==> src/core/cpu_status_pkg.sv <==
/*
 status flags and memory map constants for the 8-bit core.
 assumes a single 20 MHz system clock domain.
*/
package cpu_status_pkg;
	localparam logic [7:0]  PAGE_REG_ADDR   = 8'hE1;
	localparam logic [2:0]  PAGE_REG_MASK   = 3'h7;
	localparam logic [2:0]  PAGE_REG_RESET  = 3'h0;
	localparam logic [7:0]  CTRL_LO         = 8'hC0;
	localparam logic [15:0] RESET_VEC       = 16'hFFFE;
	localparam logic [15:0] EXT0_VEC        = 16'hFFFC;
	localparam logic [15:0] TABLE_TOP       = 16'hFFDE;
	localparam logic [15:0] PAGE_CALL_BASE  = 16'hFF00;
	localparam logic [15:0] VEC_STEP        = 16'h0002;
	localparam logic [8:0]  UPPER_PAGE_BASE = 9'h100;
	localparam logic [7:0]  UNMAPPED_READ   = 8'h00;

	// instruction-level operations that change flags or flow
	typedef enum logic [15:0] {
		OP_NONE   = 16'h0001,
		OP_UNMASK = 16'h0002,
		OP_MASK   = 16'h0004,
		OP_OVERFLOW_CLEAR_INSTRUCTION   = 16'h0008,
		OP_UPPER_PAGE_SELECT_INSTRUCTION   = 16'h0010,
		OP_LOWER_PAGE_SELECT_INSTRUCTION   = 16'h0020,
		OP_ADD    = 16'h0040,
		OP_SUB    = 16'h0080,
		OP_XFER   = 16'h0100,
		OP_MTEST  = 16'h0200,
		OP_TRAP   = 16'h0400,
		OP_TJUMP  = 16'h0800,
		OP_PJUMP  = 16'h1000,
		OP_CALL   = 16'h2000,
		OP_RET    = 16'h4000,
		OP_HANDLER_EXIT_INSTRUCTION   = 16'h8000
	} op_t;

	typedef struct packed {
		logic n;
		logic v;
		logic g;
		logic b;
		logic h;
		logic i;
		logic z;
		logic c;
	} status_t;

	typedef enum logic [3:0] {
		ST_RUN    = 4'h1,
		ST_VEC_LO = 4'h2,
		ST_VEC_HI = 4'h4,
		ST_STACK  = 4'h8
	} state_t;
endpackage : cpu_status_pkg

==> src/core/cpu_status_core.sv <==
/*
 processor status word, program counter, vector fetch, stack pointer
 and data page selection of the 8-bit core.
 assumes program memory answers a read in the same cycle, and that
 the decoder supplies one op per cycle only while op_ready is high.
*/
`timescale 1ns/1ns
module cpu_status_core (
	// clock and reset
	input  wire logic                  sys_clk,
	input  wire logic                  arst_n,
	// decoded operation
	input  wire cpu_status_pkg::op_t   op,
	input  wire logic [7:0]            op_a,
	input  wire logic [7:0]            op_b,
	input  wire logic [7:0]            operand,
	input  wire logic [15:0]           call_target,
	input  wire logic [3:0]            table_index,
	input  wire logic [7:0]            stack_in,
	output logic                       op_ready,
	// interrupt request
	input  wire logic                  irq_req,
	input  wire logic [3:0]            irq_source,
	output logic                       irq_ack,
	// program memory
	output logic [15:0]                prog_addr,
	input  wire logic [7:0]            prog_data,
	// data side
	input  wire logic                  reg_wr,
	input  wire logic                  reg_rd,
	input  wire logic [7:0]            reg_addr,
	input  wire logic [7:0]            reg_wdata,
	output logic [7:0]                 reg_rdata,
	output logic [8:0]                 direct_addr,
	output logic [15:0]                paged_addr,
	output logic                       ctrl_sel,
	// stack
	input  wire logic                  sp_load,
	input  wire logic [7:0]            sp_value,
	output logic [7:0]                 sp,
	output logic [7:0]                 stack_out,
	output logic                       stack_we,
	// state
	output cpu_status_pkg::status_t    status,
	output logic [15:0]                pc
);
	cpu_status_pkg::state_t  state;
	cpu_status_pkg::state_t  next_state;
	logic [15:0]             vec_addr;
	logic [7:0]              vec_lo;
	logic [2:0]              page_reg;
	logic [1:0]              push_cnt;
	logic [7:0]              push_hi;
	logic [7:0]              push_lo;
	logic [7:0]              push_st;
	logic [15:0]             ret_addr;

	function automatic logic [15:0] vec_of(input logic [3:0] idx,
		input logic [15:0] top);
		vec_of = top - {11'h000, idx, 1'b0};
	endfunction : vec_of

	// arithmetic results
	wire logic [8:0] sum      = {1'b0, op_a} + {1'b0, op_b};
	wire logic [8:0] diff     = {1'b0, op_a} - {1'b0, op_b};
	wire logic [4:0] lo_sum   = {1'b0, op_a[3:0]} + {1'b0, op_b[3:0]};
	wire logic [4:0] lo_diff  = {1'b0, op_a[3:0]} - {1'b0, op_b[3:0]};
	wire logic       add_ovf  = (op_a[7] == op_b[7]) && (sum[7] != op_a[7]);
	wire logic       sub_ovf  = (op_a[7] != op_b[7]) && (diff[7] != op_a[7]);
	wire logic       take_irq = irq_req && status.i
		&& state == cpu_status_pkg::ST_RUN;
	wire logic       is_trap  = op == cpu_status_pkg::OP_TRAP
		&& state == cpu_status_pkg::ST_RUN;
	wire logic       is_tjump = op == cpu_status_pkg::OP_TJUMP
		&& state == cpu_status_pkg::ST_RUN;
	wire logic       is_call  = (op == cpu_status_pkg::OP_CALL
		|| op == cpu_status_pkg::OP_PJUMP)
		&& state == cpu_status_pkg::ST_RUN;
	wire logic [15:0] pjump_target = cpu_status_pkg::PAGE_CALL_BASE
		| {8'h00, operand};
	wire logic       page_hit = reg_addr == cpu_status_pkg::PAGE_REG_ADDR;
	// direct operand decode, so the window follows the page flag
	wire logic       ctrl_hit = operand >= cpu_status_pkg::CTRL_LO;

	// next state
	always_comb
	begin
		next_state = state;
		unique case (state)
			cpu_status_pkg::ST_RUN:
				if (take_irq || is_trap || is_tjump)
					next_state = cpu_status_pkg::ST_VEC_LO;
				else if (is_call)
					next_state = cpu_status_pkg::ST_STACK;
			cpu_status_pkg::ST_VEC_LO:
				next_state = cpu_status_pkg::ST_VEC_HI;
			cpu_status_pkg::ST_VEC_HI:
				next_state = (push_cnt != 2'd0)
					? cpu_status_pkg::ST_STACK : cpu_status_pkg::ST_RUN;
			cpu_status_pkg::ST_STACK:
				if (push_cnt <= 2'd1)
					next_state = cpu_status_pkg::ST_RUN;
			default:
				next_state = cpu_status_pkg::ST_RUN;
		endcase
	end

	always_ff @(posedge sys_clk or negedge arst_n)
		if (!arst_n)
			state <= cpu_status_pkg::ST_VEC_LO;
		else
			state <= next_state;

	// vector slot address
	always_ff @(posedge sys_clk or negedge arst_n)
		if (!arst_n)
			vec_addr <= cpu_status_pkg::RESET_VEC;
		else if (take_irq)
			vec_addr <= vec_of(irq_source, cpu_status_pkg::EXT0_VEC);
		else if (is_tjump || is_trap)
			vec_addr <= vec_of(is_trap ? 4'h0 : table_index,
				cpu_status_pkg::TABLE_TOP);

	always_ff @(posedge sys_clk or negedge arst_n)
		if (!arst_n)
			vec_lo <= 8'h00;
		else if (state == cpu_status_pkg::ST_VEC_LO)
			vec_lo <= prog_data;

	// program counter; natural 16-bit wrap
	assign ret_addr = pc + 16'h0001;
	always_ff @(posedge sys_clk or negedge arst_n)
		if (!arst_n)
			pc <= 16'h0000;
		else if (state == cpu_status_pkg::ST_VEC_HI)
			pc <= {prog_data, vec_lo};
		else if (is_call)
			pc <= (op == cpu_status_pkg::OP_PJUMP)
				? pjump_target : call_target;
		else if (state == cpu_status_pkg::ST_RUN
			&& op == cpu_status_pkg::OP_RET)
			pc <= {stack_in, operand};
		else if (state == cpu_status_pkg::ST_RUN
			&& op == cpu_status_pkg::OP_HANDLER_EXIT_INSTRUCTION)
			pc <= {stack_in, operand};
		else if (state == cpu_status_pkg::ST_RUN
			&& op != cpu_status_pkg::OP_NONE)
			pc <= ret_addr;

	assign prog_addr = (state == cpu_status_pkg::ST_VEC_HI)
		? vec_addr + 16'h0001 : (state == cpu_status_pkg::ST_VEC_LO
		? vec_addr : pc);

	// return address capture: interrupts also save flags
	always_ff @(posedge sys_clk or negedge arst_n)
		if (!arst_n)
		begin
			push_cnt <= 2'd0;
			push_hi  <= 8'h00;
			push_lo  <= 8'h00;
			push_st  <= 8'h00;
		end
		else if (take_irq || is_trap || is_call)
		begin
			push_cnt <= (take_irq || is_trap) ? 2'd3 : 2'd2;
			push_hi  <= ret_addr[15:8];
			push_lo  <= ret_addr[7:0];
			push_st  <= status;
		end
		else if (state == cpu_status_pkg::ST_STACK && push_cnt != 2'd0)
		begin
			push_cnt <= push_cnt - 2'd1;
			push_hi  <= push_lo;
			push_lo  <= push_st;
		end

	// decrement, then save at sp; restore reads at sp, then increments
	always_ff @(posedge sys_clk or negedge arst_n)
		if (!arst_n)
			sp <= 8'h00; // hardware leaves it to software
		else if (sp_load)
			sp <= sp_value;
		else if (state == cpu_status_pkg::ST_STACK && push_cnt != 2'd0)
			sp <= sp - 8'h01;
		else if (state == cpu_status_pkg::ST_RUN
			&& (op == cpu_status_pkg::OP_RET
			|| op == cpu_status_pkg::OP_HANDLER_EXIT_INSTRUCTION))
			sp <= sp + ((op == cpu_status_pkg::OP_HANDLER_EXIT_INSTRUCTION)
				? 8'h03 : 8'h02);

	always_ff @(posedge sys_clk or negedge arst_n)
		if (!arst_n)
		begin
			stack_we  <= 1'b0;
			stack_out <= 8'h00;
		end
		else
		begin
			stack_we  <= state == cpu_status_pkg::ST_STACK
				&& push_cnt != 2'd0;
			stack_out <= push_hi;
		end

	always_ff @(posedge sys_clk or negedge arst_n)
		if (!arst_n)
		begin
			irq_ack  <= 1'b0;
			op_ready <= 1'b0;
		end
		else
		begin
			irq_ack  <= take_irq;
			op_ready <= next_state == cpu_status_pkg::ST_RUN;
		end

	// status flags
	always_ff @(posedge sys_clk or negedge arst_n)
		if (!arst_n)
			status <= '0;
		else if (take_irq)
			status.i <= 1'b0;
		else if (state == cpu_status_pkg::ST_RUN)
			unique case (op)
				cpu_status_pkg::OP_UNMASK: status.i <= 1'b1;
				cpu_status_pkg::OP_MASK:   status.i <= 1'b0;
				cpu_status_pkg::OP_OVERFLOW_CLEAR_INSTRUCTION:
				begin
					status.v <= 1'b0;
					status.h <= 1'b0;
				end
				cpu_status_pkg::OP_UPPER_PAGE_SELECT_INSTRUCTION:   status.g <= 1'b1;
				cpu_status_pkg::OP_LOWER_PAGE_SELECT_INSTRUCTION:   status.g <= 1'b0;
				cpu_status_pkg::OP_ADD:
				begin
					status.h <= lo_sum[4];
					status.v <= add_ovf;
					status.n <= sum[7];
					status.z <= sum[7:0] == 8'h00;
					status.c <= sum[8];
				end
				cpu_status_pkg::OP_SUB:
				begin
					status.h <= !lo_diff[4];
					status.v <= sub_ovf;
					status.n <= diff[7];
					status.z <= diff[7:0] == 8'h00;
					status.c <= !diff[8];
				end
				cpu_status_pkg::OP_XFER:
				begin
					status.n <= op_a[7];
					status.z <= op_a == 8'h00;
				end
				cpu_status_pkg::OP_MTEST:
				begin
					status.v <= op_a[6];
					status.n <= op_a[7];
				end
				cpu_status_pkg::OP_TRAP:
				begin
					status.b <= 1'b1;
					status.i <= 1'b0;
				end
				cpu_status_pkg::OP_HANDLER_EXIT_INSTRUCTION:   status <= stack_in;
				default: ;
			endcase

	// page register, three bits held
	always_ff @(posedge sys_clk or negedge arst_n)
		if (!arst_n)
			page_reg <= cpu_status_pkg::PAGE_REG_RESET;
		else if (reg_wr && page_hit)
			page_reg <= reg_wdata[2:0] & cpu_status_pkg::PAGE_REG_MASK;

	// other control addresses read a fixed value, writes dropped
	always_ff @(posedge sys_clk or negedge arst_n)
		if (!arst_n)
			reg_rdata <= 8'h00;
		else if (reg_rd)
			reg_rdata <= page_hit ? {5'h00, page_reg}
				: cpu_status_pkg::UNMAPPED_READ;

	always_ff @(posedge sys_clk or negedge arst_n)
		if (!arst_n)
		begin
			ctrl_sel    <= 1'b0;
			direct_addr <= 9'h000;
			paged_addr  <= 16'h0000;
		end
		else
		begin
			ctrl_sel    <= ctrl_hit && !status.g;
			direct_addr <= status.g
				? (cpu_status_pkg::UPPER_PAGE_BASE | {1'b0, operand})
				: {1'b0, operand};
			paged_addr  <= status.g ? {5'h00, page_reg, operand}
				: {8'h00, operand};
		end
endmodule : cpu_status_core

==> config.mk <==
export PLATFORM = sky130hd
export DESIGN_NAME = cpu_status_core
export DESIGN_NICKNAME = d
export VERILOG_FILES = /design/src/core/cpu_status_pkg.sv /design/src/core/cpu_status_core.sv
export SDC_FILE = /design/constraint.sdc
export NUM_CORES = 1
export LEC_CHECK = 0
export BUFFER_PORTS_ARGS = -buffer_cell sky130_fd_sc_hd__buf_2
export CORE_ASPECT_RATIO = 0.5
export CORE_MARGIN = 2
export CORE_UTILIZATION = 38
export DETAILED_ROUTE_END_ITERATION = 16
export GPL_TIMING_DRIVEN = 1
export MAX_ROUTING_LAYER = met4
export PLACE_DENSITY_LB_ADDON = 0.3
export RECOVER_POWER = 25
export REMOVE_ABC_BUFFERS = 1
export SKIP_CTS_REPAIR_TIMING = 1
export SLEW_MARGIN = 20
export SYNTH_ARGS = -nofsm -noshare
export SYNTH_HDL_FRONTEND = slang
export SYNTH_SLANG_ARGS = --single-unit
export TNS_END_PERCENT = 10
==> constraint.sdc <==
create_clock -name sys_clk -period 3.8 [get_ports sys_clk]
set_input_delay 0.19 -clock sys_clk [delete_from_list [all_inputs] [get_ports sys_clk]]
set_output_delay 0.19 -clock sys_clk [all_outputs]
set_load 0.03 [all_outputs]
=== Word-level counts from Yosys, hierarchy flattened ===
Index checks and enable logic that the tools add are counted.
W data, S select, Z words.

* Flip-flop bits (word level): 129
* Bits in latches: 0
* Memories: 0
* Memory bits (writable): 0
* Input port bits: 110
* Output and inout bits: 93
* Memory bits (read-only): 0

* Bitwise operators: 1
* $add $sub $neg: 11
* Equality and inequality tests: 26
* Divide/modulo/power cells: 0
* Shift operators: 0
* $mul: 0
* Mux-type cells: 40
* Reduce and logical (&&, ||, !) cells: 50
* $lt $le $gt $ge: 2

{| class="wikitable"
|+ Operator list
! operator !! number
|-
| $mux W16 || 10
|-
| $mux W8 || 7
|-
| $add A16 B1 Y16 const B || 2
|-
| $logic_not A8 Y1 || 3
|-
| $reduce_and A3 Y1 || 7
|-
| $mux W4 || 5
|-
| $eq A16 B10 Y1 const B || 1
|-
| $eq A16 B11 Y1 const B || 1
|-
| $eq A16 B12 Y1 const B || 1
|-
| $eq A16 B13 Y1 const B || 1
|-
| $eq A16 B14 Y1 const B || 1
|-
| $eq A16 B15 Y1 const B || 1
|-
| $eq A16 B16 Y1 const B || 1
|-
| $eq A16 B2 Y1 const B || 1
|-
| $eq A16 B3 Y1 const B || 1
|-
| $eq A16 B4 Y1 const B || 1
|-
| $eq A16 B5 Y1 const B || 1
|-
| $eq A16 B6 Y1 const B || 1
|-
| $eq A16 B7 Y1 const B || 1
|-
| $eq A16 B8 Y1 const B || 1
|-
| $eq A16 B9 Y1 const B || 1
|-
| $ne A16 B1 Y1 const B || 1
|-
| $pmux W4 S4 || 1
|-
| $reduce_bool A4 Y1 || 4
|-
| other kinds (36) || 75
|}

=== Logic depth before layout (Yosys ltp) ===
* Depth after elaboration: 7
* Gate-level depth with buffers: 17
* Mapped depth without buffers: 15

=== Worst setup path after synthesis ===
Ideal clock, no wire load.

* Kind: flip-flop to flip-flop
* Start point: reg push_cnt[0]
* End point: reg sp[6]
* Required time: 3675 ps
* Period minus slack after synthesis: 3081 ps
* Arrival time: 2956 ps
* Library setup time: 125 ps
* Stages on the path, launching flop included: 18
* Path slack: 719 ps
* Path through: dfrtp_1 -> inv_1 -> ha_1 -> nor2_1 -> nand2_1 -> buf_2 -> clkbuf_1 -> nand2_1 -> ha_1 -> inv_1 -> fa_1 -> a21o_1 -> a21oi_1 -> o21ai_0 -> a21oi_1 -> xor2_1 -> o21ai_1 -> mux2_2

* Longest elaborated chain between the ends: 4
* Elaborated cells between the ends (all ways): 5

{| class="wikitable"
|+ Ends and longest elaborated chain
! element !! RTL line !! source
|-
| start: declaration || cpu_status_core.sv:52 || <nowiki>logic [1:0] push_cnt;</nowiki>
|-
| start signal: assignment || cpu_status_core.sv:165 || <nowiki>push_cnt <= (take_irq || is_trap) ? 2'd3 : 2'd2;</nowiki>
|-
| start signal: assignment || cpu_status_core.sv:172 || <nowiki>push_cnt <= push_cnt - 2'd1;</nowiki>
|-
| $reduce_bool A2 Y1 * || cpu_status_core.sv:183 || <nowiki>else if (state == cpu_status_pkg::ST_STACK && push_cnt != 2'd0)</nowiki>
|-
| $logic_and A1 B1 Y1 * || cpu_status_core.sv:183 ||
|-
| $mux W8 || cpu_status_core.sv:183 ||
|-
| $mux W8 || cpu_status_core.sv:181 || <nowiki>else if (sp_load)</nowiki>
|-
| end signal: assignment || cpu_status_core.sv:182 || <nowiki>sp <= sp_value;</nowiki>
|-
| end signal: assignment || cpu_status_core.sv:184 || <nowiki>sp <= sp - 8'h01;</nowiki>
|-
| end signal: assignment || cpu_status_core.sv:188 || <nowiki>sp <= sp + ((op == cpu_status_pkg::OP_HANDLER_EXIT_INSTRUCTION)</nowiki>
|-
| end: declaration || cpu_status_core.sv:40 || <nowiki>output logic [7:0] sp,</nowiki>
|}

Mark *: on every way between the ends. The rest lies on a longest branch, timed or not.
A chain may end at the register's enable or synchronous reset.

=== Worst setup path in the final report ===
* Start point: in op[11]
* End point: reg sp[6]

* Longest elaborated chain between the ends: 6
* Elaborated cells between the ends (all ways): 10

{| class="wikitable"
|+ Ends and longest elaborated chain
! element !! RTL line !! source
|-
| start: declaration || cpu_status_core.sv:13 || <nowiki>input wire cpu_status_pkg::op_t op,</nowiki>
|-
| $eq A16 B16 Y1 || cpu_status_core.sv:187, cpu_status_core.sv:188 ||
|-
| $mux W1 || cpu_status_core.sv:189 || <nowiki>? 8'h03 : 8'h02);</nowiki>
|-
| $add A8 B2 Y8 || cpu_status_core.sv:188 ||
|-
| $mux W8 || cpu_status_core.sv:185 || <nowiki>else if (state == cpu_status_pkg::ST_RUN</nowiki>
|-
| $mux W8 || cpu_status_core.sv:183 ||
|-
| $mux W8 || cpu_status_core.sv:181 ||
|}

Parallel ways exist; a longest one is shown, timed or not. The select of a mux whose other input is x is not followed.

==> impl_metrics.env <==
export IMPL_outcome="finished, violations left"
export IMPL_violations="capacitance limit, slew limit"
export IMPL_seqCellArea_um2=2635
export IMPL_hp_class="in -> reg"
export IMPL_numCtsBuffers=9
export IMPL_row_count=34
export IMPL_postRouteAntennaNets=0
export IMPL_clkLatencyLatePin_ps=350
export IMPL_drc=0
export IMPL_grt_pass1_vias=5673
export IMPL_power_per_cell_area_nw_per_um2=380.1
export IMPL_endpoint_kind="flop"
export IMPL_initial_core_util=0.3853
export IMPL_largest_reg_flops=16
export IMPL_drive_above_1_share=0.2868
export IMPL_fill_cells=1743
export IMPL_cp_slowest_cell="nor4_4"
export IMPL_cap_violations=1
export IMPL_worst_pin_slew_ps=2530
export IMPL_gp_congestion=0.8620
export IMPL_fin_crit_ps=3154
export IMPL_multi_input_area_um2=3666
export IMPL_grt_usage=0.2147
export IMPL_clock_skew_ps=9.353
export IMPL_finalWorstSetupSlack_ps=646.3
export IMPL_path_clk_slew_ps=60
export IMPL_ys_types=67
export IMPL_final_max_slew_viol_count=48
export IMPL_reg2regPathDepth=15
export IMPL_netlist_instances=720
export IMPL_max_freq_mhz=317.1
export IMPL_routed_via_density=5.340
export IMPL_required_ps=4030
export IMPL_routedWlPerCell_um=17.20
export IMPL_die_area_um2=18650
export IMPL_diodes=0
export IMPL_antenna_found_initial=0
export IMPL_synth_ff_type="dfrtp_1"
export IMPL_portBuffers=187
export IMPL_netlist_area_um2=6655
export IMPL_yosysWarnings=0
export IMPL_pre_cts_ws_ps=325.2
export IMPL_finalHoldViolCount=0
export IMPL_final_cell_area_um2=8104
export IMPL_placed_area_um2=7737
export IMPL_hold_path_depth=1
export IMPL_htreeDepth=3
export IMPL_grt_max_degree=48
export IMPL_cts_tree="done"
export IMPL_reg_top3="pc x16, paged_addr x11"
export IMPL_cts_root_buf="clkbuf_16"
export IMPL_whs_ps=34.76
export IMPL_synthToLayoutAreaGrowth_pct=21.77
export IMPL_drt_initial_drc_count=409
export IMPL_ys_seq_area_frac=0.3959
export IMPL_synth_edf_count=0
export IMPL_overflow=0
export IMPL_finalCritPeriodShare=0.8299
export IMPL_place_hpwl_um=15260
export IMPL_crit_path_cell_trace="buf_2, nor4_4, and4_1, nand3_1, nand2_1, ha_1, inv_1, fa_1, a21o_1, a21oi_1, o21ai_0, a21oi_1, xor2_1, o21ai_1, mux2_2"
export IMPL_fp_dieH_um=97.58
export IMPL_wirelength_um=19560
export IMPL_rsz0062_at_grt="no"
export IMPL_worstSetupStartpointType="input port"
export IMPL_vias=6072
export IMPL_slew_limit_headroom=-0.6865
export IMPL_path_class="in -> reg"
export IMPL_fin_tns_setup_ps=0
export IMPL_avgSynthCellArea_um2=9.243
export IMPL_ir_worst_vdd_mv=0.1926
export IMPL_cts_sinks=105
export IMPL_cpMostUsedCell="a21oi_1"
export IMPL_path_max_fanout=7
export IMPL_setup_viol=0
export IMPL_ys_async_sr_fraction=1.000
export IMPL_fin_nets=1038
export IMPL_worst_ep_arrival_time_ps=3390
export IMPL_die_w_um=191.2
export IMPL_leakage_nw=3.953
export IMPL_core_area_um2=17270
export IMPL_first_pass_iters=5
export IMPL_ios=203
export IMPL_critical_path_max_stage_delay_ps=440
export IMPL_grt_pass1_wl_um=30390
export IMPL_cts_buffer_depth=2
export IMPL_max_flop_register="pc"
export IMPL_synth_seq_cells=105
==> cell families after synthesis <==
| logic type | Yosys count | synth area share |
|---|---|---|
| other | 1 | 0.0005635 |
| xor gates and xnor gates | 39 | 0.05133 |
| DFF | 105 | 0.3959 |
| adders and majority gates | 30 | 0.05979 |
| buffers and inverters | 79 | 0.06016 |
| muxes | 51 | 0.08385 |
| AOI/OAI and AO/OA | 163 | 0.1551 |
| and+or+nand+nor | 252 | 0.1933 |
==> layer usage <==
layer / up-vias / share of wire / global-route usage
met1: 2950 / 0.46 / 0.2885
met2: 188 / 0.47 / 0.3409
met5: - / 0 / -
met4: 0 / 0.015 / 0.05444
li1: 2907 / - / -
met3: 27 / 0.059 / 0.03178
==> path summary, 6_finish.rpt <==
path / slack (ps) / start / endpoint
worst max-delay path: 650 / op[11] / sp[6]$_DFFE_PN0P_
worst min-delay path: 30 / operand[7] / paged_addr[7]$_DFF_PN0_
worst max register to register: 780 / push_cnt[0]$_DFFE_PN0P_ / sp[6]$_DFFE_PN0P_
worst min register to register: 390 / push_hi[2]$_DFFE_PN0P_ / stack_out[2]$_DFF_PN0_
max in group asynchronous: 1130 / arst_n / paged_addr[9]$_DFF_PN0_
min in group asynchronous: 1160 / arst_n / status[0]$_DFFE_PN0P_
==> cells in the mapped netlist, drive strengths merged (3+ instances only) <==
library cell	number	area (um^2)
a31oi	20	125.1
inv	31	116.4
nor3	13	70.07
xor2	12	105.1
a211oi	6	45.04
or2	3	18.77
o21a	6	45.04
nor2	66	247.7
nand2b	10	62.56
and3	7	43.79
dfstp	6	157.7
o22ai	10	62.56
a21oi	31	155.2
a22o	5	43.79
nor2b	6	37.54
mux2	32	364.1
o21ai	46	230.2
clkbuf	20	75.07
o211ai	15	112.6
o41ai	4	35.03
and2	6	40.04
or4	3	26.27
nand4	8	56.30
mux2i	19	193.9
nor4	7	73.82
dfrtp	99	2477
nand3	27	135.1
or3	12	75.07
nor4b	3	32.53
a21o	3	22.52
ha	27	337.8
xnor2	27	236.5
nand2	71	274.0
fa	3	60.06
a221oi	3	26.28
o221a	3	33.78
buf	28	208.9
==> where the power goes <==
group | internal [mW] | switching (mW) | leakage [nW]
logic | 0.313 | 0.513 | 2.56
registers | 1.17 | 0.0873 | 1.24
clock network | 0.577 | 0.419 | 0.146
total | 2.06 | 1.02 | 3.95
==> metrics by stage <==
stage          total power [mW]  utilization  instances
2_1_floorplan             1.795            -        681
3_3_place_gp              2.083       0.4480       1114
3_5_place_dp              2.102       0.4480       1114
4_1_cts                   3.092       0.4661       1130
5_1_grt                   3.219       0.4692       1137
6_report                  3.081       0.4692       1137
==> area by class of cell <==
cell class,instances,share of cell area
Clock buffer,11,0.02872
Clock inverter,5,0.009881
Inverter,31,0.01436
Multi-Input combinational cell,545,0.4524
Sequential cell,105,0.3252
Tap cell,234,0.03613
Timing Repair Buffer,206,0.1334
==> placed cells by master, fill, tap and decap left out, types with 11 or more instances in the layout <==
cell type,count
o211ai_1,15
nor3_1,11
xnor2_1,27
inv_1,31
mux2_2,31
o21ai_0,42
nand3_1,27
xor2_1,12
nor2_1,66
buf_2,175
buf_4,12
nand2_1,70
dfrtp_1,99
mux2i_1,18
clkbuf_1,14
a31oi_1,20
a21oi_1,31
ha_1,27
or3_1,12
==> critical path, delay by kind of cell <==
kind            cells  cell delay [ps]
simple gates        4             1210
compound gates      5              780
fa+ha+maj           2              610
mux                 1              250
buf+inv             2              190
xor+xnor            1              160
No activity file was read; power rests on OpenSTA's default activity.
